<file path="config.mk">
export PLATFORM = sky130hd
export DESIGN_NAME = lcd_bias_sequencer_supervisor
export DESIGN_NICKNAME = d
export VERILOG_FILES = /design/src/include/bias_seq_pkg.sv /design/src/hdl/lcd_bias_sequencer_supervisor.sv
export SDC_FILE = /design/constraint.sdc
export NUM_CORES = 1
export LEC_CHECK = 0
export BUFFER_PORTS_ARGS = -buffer_cell sky130_fd_sc_hd__buf_2
export CAP_MARGIN = 20
export CORE_MARGIN = 2
export CORE_UTILIZATION = 58
export DETAILED_ROUTE_END_ITERATION = 10
export GPL_TIMING_DRIVEN = 0
export PLACE_DENSITY_LB_ADDON = 0.12
export SLEW_MARGIN = 15
export SYNTH_ARGS = -nofsm -noshare
export SYNTH_HDL_FRONTEND = slang
export SYNTH_SLANG_ARGS = --single-unit
</file>
<file path="constraint.sdc">
create_clock -name clock -period 16.6 [get_ports clock]
set_clock_uncertainty 0.15 [all_clocks]
set_input_delay 3.32 -clock clock [delete_from_list [all_inputs] [get_ports clock]]
set_output_delay 3.32 -clock clock [all_outputs]
set_load 0.02 [all_outputs]
</file>
<file path="src/include/bias_seq_pkg.sv">
/*
  Constants, states and carrier types for the LCD bias sequencer and supervisor.
  Assumes a free-running 50 MHz core clock and comparator flags from the analog side.
*/
package bias_seq_pkg;
  localparam int unsigned CLOCK_HZ          = 50_000_000;
  localparam int unsigned NEG_START_MS      = 10;
  localparam int unsigned POS_START_MS      = 15;
  localparam int unsigned UNDERVOLT_MS      = 55;
  localparam int unsigned NEG_START_CYCLES  = CLOCK_HZ / 1000 * NEG_START_MS;
  localparam int unsigned POS_START_CYCLES  = CLOCK_HZ / 1000 * POS_START_MS;
  localparam int unsigned UNDERVOLT_CYCLES  = CLOCK_HZ / 1000 * UNDERVOLT_MS;
  localparam int unsigned SHIFT_CHANNELS    = 6;
  localparam int unsigned SYNC_STAGES       = 3;

  typedef enum logic [2:0] {
    ST_OFF     = 3'b000,
    ST_START   = 3'b001,
    ST_RUN     = 3'b010,
    ST_LATCHED = 3'b011
  } seq_state_t;

  typedef enum logic [1:0] {
    LS_PASS     = 2'b00,
    LS_GATE_OFF = 2'b01,
    LS_GATE_ON  = 2'b10
  } shift_mode_t;

  // Comparator flags from the analog side
  typedef struct packed {
    logic supply_lockout;
    logic enable;
    logic boost_pgood;
    logic neg_pgood;
    logic pos_pgood;
    logic neg_fb_below_794;
    logic neg_fb_above_850;
    logic pos_fb_above_124;
    logic pos_fb_below_340;
    logic panel_detect_high;
    logic over_temp;
  } flags_t;

  localparam int unsigned FLAG_COUNT = $bits(flags_t);

  typedef struct packed {
    logic boost_en;
    logic neg_pump_en;
    logic pos_pump_en;
    logic neg_pump_limit;
    logic pos_pump_limit;
  } conv_ctrl_t;
endpackage

</file>
<file path="src/hdl/lcd_bias_sequencer_supervisor.sv">
/*
  Sequencer and fault supervisor for an LCD bias supply: converter enables,
  start-up current limits, latched fault shutdown, panel reset and shifter modes.
  Assumes all flags are asynchronous comparator outputs and the clock runs freely.
*/
`timescale 1ns/10ps
module lcd_bias_sequencer_supervisor #(
  parameter int unsigned NEG_START_LIMIT = bias_seq_pkg::NEG_START_CYCLES,
  parameter int unsigned POS_START_LIMIT = bias_seq_pkg::POS_START_CYCLES,
  parameter int unsigned UV_LIMIT        = bias_seq_pkg::UNDERVOLT_CYCLES,
  parameter int unsigned CHANNELS        = bias_seq_pkg::SHIFT_CHANNELS
) (
  input  wire logic                          clock,
  input  wire logic                          reset,
  input  wire bias_seq_pkg::flags_t          flags,
  input  wire logic [CHANNELS-1:0]           shift_in,
  output logic                               boost_en,
  output logic                               neg_pump_en,
  output logic                               pos_pump_en,
  output logic                               neg_pump_limit,
  output logic                               pos_pump_limit,
  output logic                               fault_latched,
  output logic                               panel_reset_out_n_o,
  output logic                               panel_reset_out_n_oe_n,
  output bias_seq_pkg::shift_mode_t          shift_mode,
  output logic [CHANNELS-1:0]                shift_out
);
  import bias_seq_pkg::*;

  if (CHANNELS < 1 || NEG_START_LIMIT < 1 || POS_START_LIMIT < 1 || UV_LIMIT < 1) begin : g_bad
    $error("lcd_bias_sequencer_supervisor: counts and channels must be at least 1");
  end

  localparam int unsigned TW = 32;

  // Three-stage synchronisers, change accepted when stages two and three agree
  logic [FLAG_COUNT-1:0] s1_reg;
  logic [FLAG_COUNT-1:0] s2_reg;
  logic [FLAG_COUNT-1:0] s3_reg;
  logic [FLAG_COUNT-1:0] flt_reg;
  logic [FLAG_COUNT-1:0] flt_next;
  logic [CHANNELS-1:0]   d1_reg;
  logic [CHANNELS-1:0]   d2_reg;
  logic [CHANNELS-1:0]   d3_reg;
  logic [CHANNELS-1:0]   din_reg;
  logic [CHANNELS-1:0]   din_next;

  assign flt_next = (s2_reg & s3_reg) | (flt_reg & (s2_reg | s3_reg));
  assign din_next = (d2_reg & d3_reg) | (din_reg & (d2_reg | d3_reg));

  always_ff @(posedge clock or posedge reset) begin
    if (reset) begin
      s1_reg  <= '0;
      s2_reg  <= '0;
      s3_reg  <= '0;
      flt_reg <= '0;
      d1_reg  <= '0;
      d2_reg  <= '0;
      d3_reg  <= '0;
      din_reg <= '0;
    end else begin
      s1_reg  <= flags;
      s2_reg  <= s1_reg;
      s3_reg  <= s2_reg;
      flt_reg <= flt_next;
      d1_reg  <= shift_in;
      d2_reg  <= d1_reg;
      d3_reg  <= d2_reg;
      din_reg <= din_next;
    end
  end

  flags_t f;
  assign f = flags_t'(flt_reg);

  // Qualified conditions
  wire lockout_w   = f.supply_lockout;
  wire enable_w    = f.enable;
  wire hold_off_w  = lockout_w || !enable_w;
  wire paused_w    = f.over_temp;

  seq_state_t state_reg;
  seq_state_t state_next;
  logic       neg_ok_reg;
  logic       neg_ok_next;
  logic       pos_ok_reg;
  logic       pos_ok_next;
  logic       pos_started_reg;
  logic       pos_started_next;
  logic [TW-1:0] neg_start_cnt_reg;
  logic [TW-1:0] pos_start_cnt_reg;
  logic [TW-1:0] neg_uv_cnt_reg;
  logic [TW-1:0] pos_uv_cnt_reg;

  function automatic logic [TW-1:0] timer_step(input logic run, input logic [TW-1:0] cnt);
    timer_step = !run ? '0 : (cnt == '1 ? cnt : cnt + TW'(1));
  endfunction

  function automatic logic timer_hit(input logic [TW-1:0] cnt, input int unsigned lim);
    timer_hit = (cnt >= TW'(lim));
  endfunction

  wire active_w     = (state_reg == ST_START || state_reg == ST_RUN) && !paused_w;
  wire pos_phase_w  = active_w && pos_started_reg;
  wire neg_limit_w  = active_w && !neg_ok_reg;
  wire pos_limit_w  = pos_phase_w && !pos_ok_reg;
  // Start-up timers: negative counts from boost power-good
  wire neg_st_run_w = neg_limit_w && f.boost_pgood && !f.neg_fb_below_794;
  wire pos_st_run_w = pos_limit_w && !f.pos_fb_above_124;
  wire neg_uv_run_w = active_w && neg_ok_reg && !f.neg_pgood;
  wire pos_uv_run_w = pos_phase_w && pos_ok_reg && !f.pos_pgood;

  wire neg_st_fail_w = timer_hit(neg_start_cnt_reg, NEG_START_LIMIT);
  wire pos_st_fail_w = timer_hit(pos_start_cnt_reg, POS_START_LIMIT);
  wire neg_uv_fail_w = timer_hit(neg_uv_cnt_reg, UV_LIMIT + 1);
  wire pos_uv_fail_w = timer_hit(pos_uv_cnt_reg, UV_LIMIT + 1);
  wire neg_short_w   = active_w && neg_ok_reg && f.neg_fb_above_850;
  wire pos_short_w   = pos_phase_w && pos_ok_reg && f.pos_fb_below_340;
  wire fault_w       = neg_st_fail_w || pos_st_fail_w || neg_uv_fail_w
                       || pos_uv_fail_w || neg_short_w || pos_short_w;

  always_comb begin
    state_next       = state_reg;
    neg_ok_next      = neg_ok_reg;
    pos_ok_next      = pos_ok_reg;
    pos_started_next = pos_started_reg;
    case (state_reg)
      ST_OFF: begin
        neg_ok_next      = 1'b0;
        pos_ok_next      = 1'b0;
        pos_started_next = 1'b0;
        if (!hold_off_w)
          state_next = ST_START;
      end
      ST_START, ST_RUN: begin
        if (hold_off_w) begin
          state_next = ST_OFF;
        end else if (fault_w) begin
          state_next = ST_LATCHED;
        end else if (paused_w) begin
          // Over-temperature: restart the whole sequence when it clears
          state_next       = ST_START;
          neg_ok_next      = 1'b0;
          pos_ok_next      = 1'b0;
          pos_started_next = 1'b0;
        end else begin
          if (f.boost_pgood)
            pos_started_next = 1'b1;
          if (f.neg_pgood && f.neg_fb_below_794)
            neg_ok_next = 1'b1;
          if (pos_started_reg && f.pos_pgood && f.pos_fb_above_124)
            pos_ok_next = 1'b1;
          if (neg_ok_reg && pos_ok_reg)
            state_next = ST_RUN;
        end
      end
      ST_LATCHED: begin
        // Only a supply or enable cycle clears the latch
        if (hold_off_w)
          state_next = ST_OFF;
      end
      default: state_next = ST_OFF;
    endcase
  end

  always_ff @(posedge clock or posedge reset) begin
    if (reset) begin
      state_reg         <= ST_OFF;
      neg_ok_reg        <= 1'b0;
      pos_ok_reg        <= 1'b0;
      pos_started_reg   <= 1'b0;
      neg_start_cnt_reg <= '0;
      pos_start_cnt_reg <= '0;
      neg_uv_cnt_reg    <= '0;
      pos_uv_cnt_reg    <= '0;
    end else begin
      state_reg         <= state_next;
      neg_ok_reg        <= neg_ok_next;
      pos_ok_reg        <= pos_ok_next;
      pos_started_reg   <= pos_started_next;
      neg_start_cnt_reg <= timer_step(neg_st_run_w, neg_start_cnt_reg);
      pos_start_cnt_reg <= timer_step(pos_st_run_w, pos_start_cnt_reg);
      neg_uv_cnt_reg    <= timer_step(neg_uv_run_w, neg_uv_cnt_reg);
      pos_uv_cnt_reg    <= timer_step(pos_uv_run_w, pos_uv_cnt_reg);
    end
  end

  // Converter outputs, all off outside start and run or on over-temperature
  conv_ctrl_t ctrl_next;
  wire        go_w = active_w && (state_next == ST_START || state_next == ST_RUN);
  assign ctrl_next.boost_en       = go_w;
  assign ctrl_next.neg_pump_en    = go_w;
  assign ctrl_next.pos_pump_en    = go_w && pos_started_next;
  assign ctrl_next.neg_pump_limit = go_w && !neg_ok_next;
  assign ctrl_next.pos_pump_limit = go_w && pos_started_next && !pos_ok_next;

  // Panel detect: low before detect has ever been high goes to gate-off, low after it has been high to gate-on
  logic        powered_reg;
  logic        powered_next;
  shift_mode_t mode_next;
  wire         det_w = f.panel_detect_high;
  assign powered_next = det_w ? 1'b1 : powered_reg;
  assign mode_next    = det_w ? LS_PASS
                      : (powered_reg ? LS_GATE_ON : LS_GATE_OFF);

  function automatic logic [CHANNELS-1:0] shift_drive(input shift_mode_t m,
                                                     input logic [CHANNELS-1:0] d);
    case (m)
      LS_PASS:    shift_drive = d;
      LS_GATE_ON: shift_drive = '1;
      default:    shift_drive = '0;
    endcase
  endfunction

  always_ff @(posedge clock or posedge reset) begin
    if (reset) begin
      boost_en               <= 1'b0;
      neg_pump_en            <= 1'b0;
      pos_pump_en            <= 1'b0;
      neg_pump_limit         <= 1'b0;
      pos_pump_limit         <= 1'b0;
      fault_latched          <= 1'b0;
      powered_reg            <= 1'b0;
      panel_reset_out_n_o    <= 1'b0;
      panel_reset_out_n_oe_n <= 1'b0;
      shift_mode             <= LS_GATE_OFF;
      shift_out              <= '0;
    end else begin
      boost_en               <= ctrl_next.boost_en;
      neg_pump_en            <= ctrl_next.neg_pump_en;
      pos_pump_en            <= ctrl_next.pos_pump_en;
      neg_pump_limit         <= ctrl_next.neg_pump_limit;
      pos_pump_limit         <= ctrl_next.pos_pump_limit;
      fault_latched          <= (state_next == ST_LATCHED);
      powered_reg            <= powered_next;
      panel_reset_out_n_o    <= 1'b0;
      panel_reset_out_n_oe_n <= det_w;
      shift_mode             <= mode_next;
      shift_out              <= shift_drive(mode_next, din_next);
    end
  end
endmodule // lcd_bias_sequencer_supervisor

</file>
==> flow_summary.json <==
{
  "status": "complete, no violations",
  "fin_ws_ps": 11970,
  "fin_crit_ps": 4630,
  "drt_first_pass_iters": 7,
  "clkLatencyLatePin_ps": 510,
  "crit_arrival_ps": 1160,
  "dieArea_um2": 17800,
  "cp-end-kind": "output pin",
  "clkSinkCount": 217,
  "postCtsSetupBuffers": 0,
  "maxSlewViolCount": 0,
  "grt_use_met1": 0.320,
  "met3_usage": 0.0342,
  "fin_tns_setup_ps": 0,
  "max-slew-margin-rel": 0.419,
  "cts_root_buf": "clkbuf_16",
  "p_int_mw": 0.885,
  "post_cts_resized": 0,
  "fmax_mhz": 216,
  "synth-edff-count": 0,
  "nNetsFinal": 1018,
  "start_kind": "flip-flop",
  "stdcell_count": 1225,
  "clkTransAtPathRegs_ps": 60,
  "drt_iter0_drc": 486,
  "ys_seq_area_frac": 0.561,
  "hold_buffers": 0,
  "combPwrFrac": 0.027,
  "setup_viol": 0,
  "synth-seq-cells": 217,
  "grt_use_met2": 0.349,
  "hpwl_mm": 12.4,
  "core_area_um2": 16500,
  "place_congestion": 0.798,
  "syn_area_per_cell_um2": 10.4,
  "holdWs_ps": 192,
  "cts_tree": "done",
  "grt_max_degree": 93,
  "grt_util_all_layers": 0.220,
  "synth_top_area_share": 0.558,
  "post-place-ws_ps": 11920,
  "required_ps": 13130,
  "synth_ff_type": "dfrtp_1",
  "start_util": 0.588,
  "ys_async_sr_fraction": 1.00,
  "fp-row-count": 47,
  "fp.dieH_um": 133,
  "diodes": 0,
  "viasPerCell": 5.56,
  "pin_count": 35,
  "hold_viol_final": 0,
  "finalCritPeriodShare": 0.279,
  "tightest_slew_ps": 849,
  "syn_inst": 927,
  "busiest_layer": "met2",
  "final_cell_mix": "dfrtp_1 (216), nor2_1 (149), nand2_1 (63)",
  "wire_per_inst_um": 15.0,
  "synth_largest_area_cell": "dfrtp_1",
  "antenna_left": 0,
  "swShare": 0.207,
  "placed_area_um2": 10200,
  "yosysWarnings": 0,
  "htreeDepth": 1,
  "drive_gt1_frac": 0.100,
  "seqPwrFrac": 0.492,
  "crit_fanout": 2,
  "post_synth_num_cell_types": 62,
  "die_x_um": 133,
  "grt_pass1_vias": 6700,
  "io_buffers": 33,
  "p_sw_mw": 0.230,
  "grt_pass1_wl_mm": 32.3,
  "synth_area_leaders": "dfrtp_1 (56%), nor2_1 (5.8%), xor2_1 (5.4%)",
  "clock_path_buffers": 3,
  "grt_setup_unrepaired": "false",
  "placed_cells": 1183,
  "grt_overflow_total": 0,
  "ir_drop_mv": 0.0989,
  "synthToLayoutAreaGrowth_pct": 13.6,
  "maxCapViolations": 0,
  "power_mw": 1.11,
  "design_area_um2": 11000,
  "vias": 6810,
  "syn_area_um2": 9690,
  "fill_cells": 1308,
  "drc": 0,
  "hold_class": "flip-flop to flip-flop",
  "wl_mm": 18.4,
  "power.leakage_nw": 4.48,
  "power_density_nw_per_um2": 101,
  "worstSetupPathType": "flip-flop to output pin",
  "cts_made_buffers": 24,
  "final_common_cell": "dfrtp_1",
  "clockPowerShare": 0.480,
  "grt_antenna_before_repair": 0,
  "fin_util": 0.669
}
## layout make-up
cell class / count / area (um^2) / share of cell area
Clock inverter: 7 / 91.3 / 0.00830
Buffer: 29 / 119 / 0.0108
Tap cell: 220 / 275 / 0.0250
Clock buffer: 35 / 723 / 0.0657
Sequential cell: 217 / 5430 / 0.493
Inverter: 26 / 105 / 0.00955
Timing Repair Buffer: 35 / 220 / 0.0200
Multi-Input combinational cell: 656 / 4040 / 0.367
## synth_stat cells, drive strengths merged (2+ instances only)
| cell | count |
|---|---|
| nor2 | 149 |
| or2 | 7 |
| nor3 | 18 |
| nand2 | 64 |
| nand2b | 2 |
| o21a | 2 |
| or3 | 18 |
| nor4 | 26 |
| o21ai | 17 |
| nor2b | 3 |
| a31oi | 3 |
| and2 | 10 |
| xor2 | 60 |
| a21oi | 19 |
| buf | 4 |
| nand4b | 3 |
| nor3b | 4 |
| and4 | 15 |
| ha | 10 |
| nand4 | 37 |
| and3 | 22 |
| dfrtp | 216 |
| xnor2 | 48 |
| nand3 | 58 |
| o31ai | 2 |
| or4 | 6 |
| maj3 | 18 |
| a311oi | 5 |
| mux2i | 3 |
| nor4b | 5 |
| a211oi | 4 |
| clkbuf | 25 |
| inv | 26 |
## critical path, cell delays in order, from the launching register on
cell and delay (ps):
dfrtp_1 380, buf_4 130, buf_2 150
## kinds of logic (layout without fill, tap and decap cells)
group                      after synthesis  after routing  share of synthesized area
muxes                                    3              3                    0.00310
DFF                                    217            217                      0.561
and+or+nand+nor                        451            451                      0.241
other                                    1              2                   0.000387
xor gates and xnor gates               108            108                     0.0976
AOI/OAI and AO/OA                       64             64                     0.0437
adders and majority gates               28             28                     0.0315
buffers and inverters                   55            132                     0.0223
## layer usage
metal / share of wire / wire [um]
met3: 0.033 / 610
met5: 0 / 0
met2: 0.47 / 8620
met4: 0.022 / 397
met1: 0.48 / 8800
## final timing paths
| kind | cells past startpoint | start | endpoint | slack, ps |
|---|---|---|---|---|
| setup / recovery | 2 | neg_pump_en$_DFF_PP0_ | neg_pump_en | 11970 |
| hold / removal | 0 | d1_reg[3]$_DFF_PP0_ | d2_reg[3]$_DFF_PP0_ | 190 |
| setup reg to reg | 8 | neg_uv_cnt_reg[0]$_DFFE_PP0P_ | pos_pump_limit$_DFF_PP0_ | 13460 |
| hold reg to reg | 0 | d1_reg[3]$_DFF_PP0_ | d2_reg[3]$_DFF_PP0_ | 190 |
| max in group asynchronous | 4 | reset | shift_mode[0]$_DFF_PP1_ | 12530 |
| min in group asynchronous | 2 | reset | neg_start_cnt_reg[4]$_DFFE_PP0P_ | 2650 |
## power by group through the flow
stage	Sequential (mW)	Clock (mW)	Combinational [mW]
2_1_floorplan	0.559	0	0.0173
3_3_place_gp	0.558	0	0.0290
3_5_place_dp	0.558	0	0.0315
4_1_cts	0.549	0.548	0.0317
5_1_grt	0.550	0.572	0.0346
6_report	0.549	0.536	0.0305
Power figures use the tool's default switching activity.
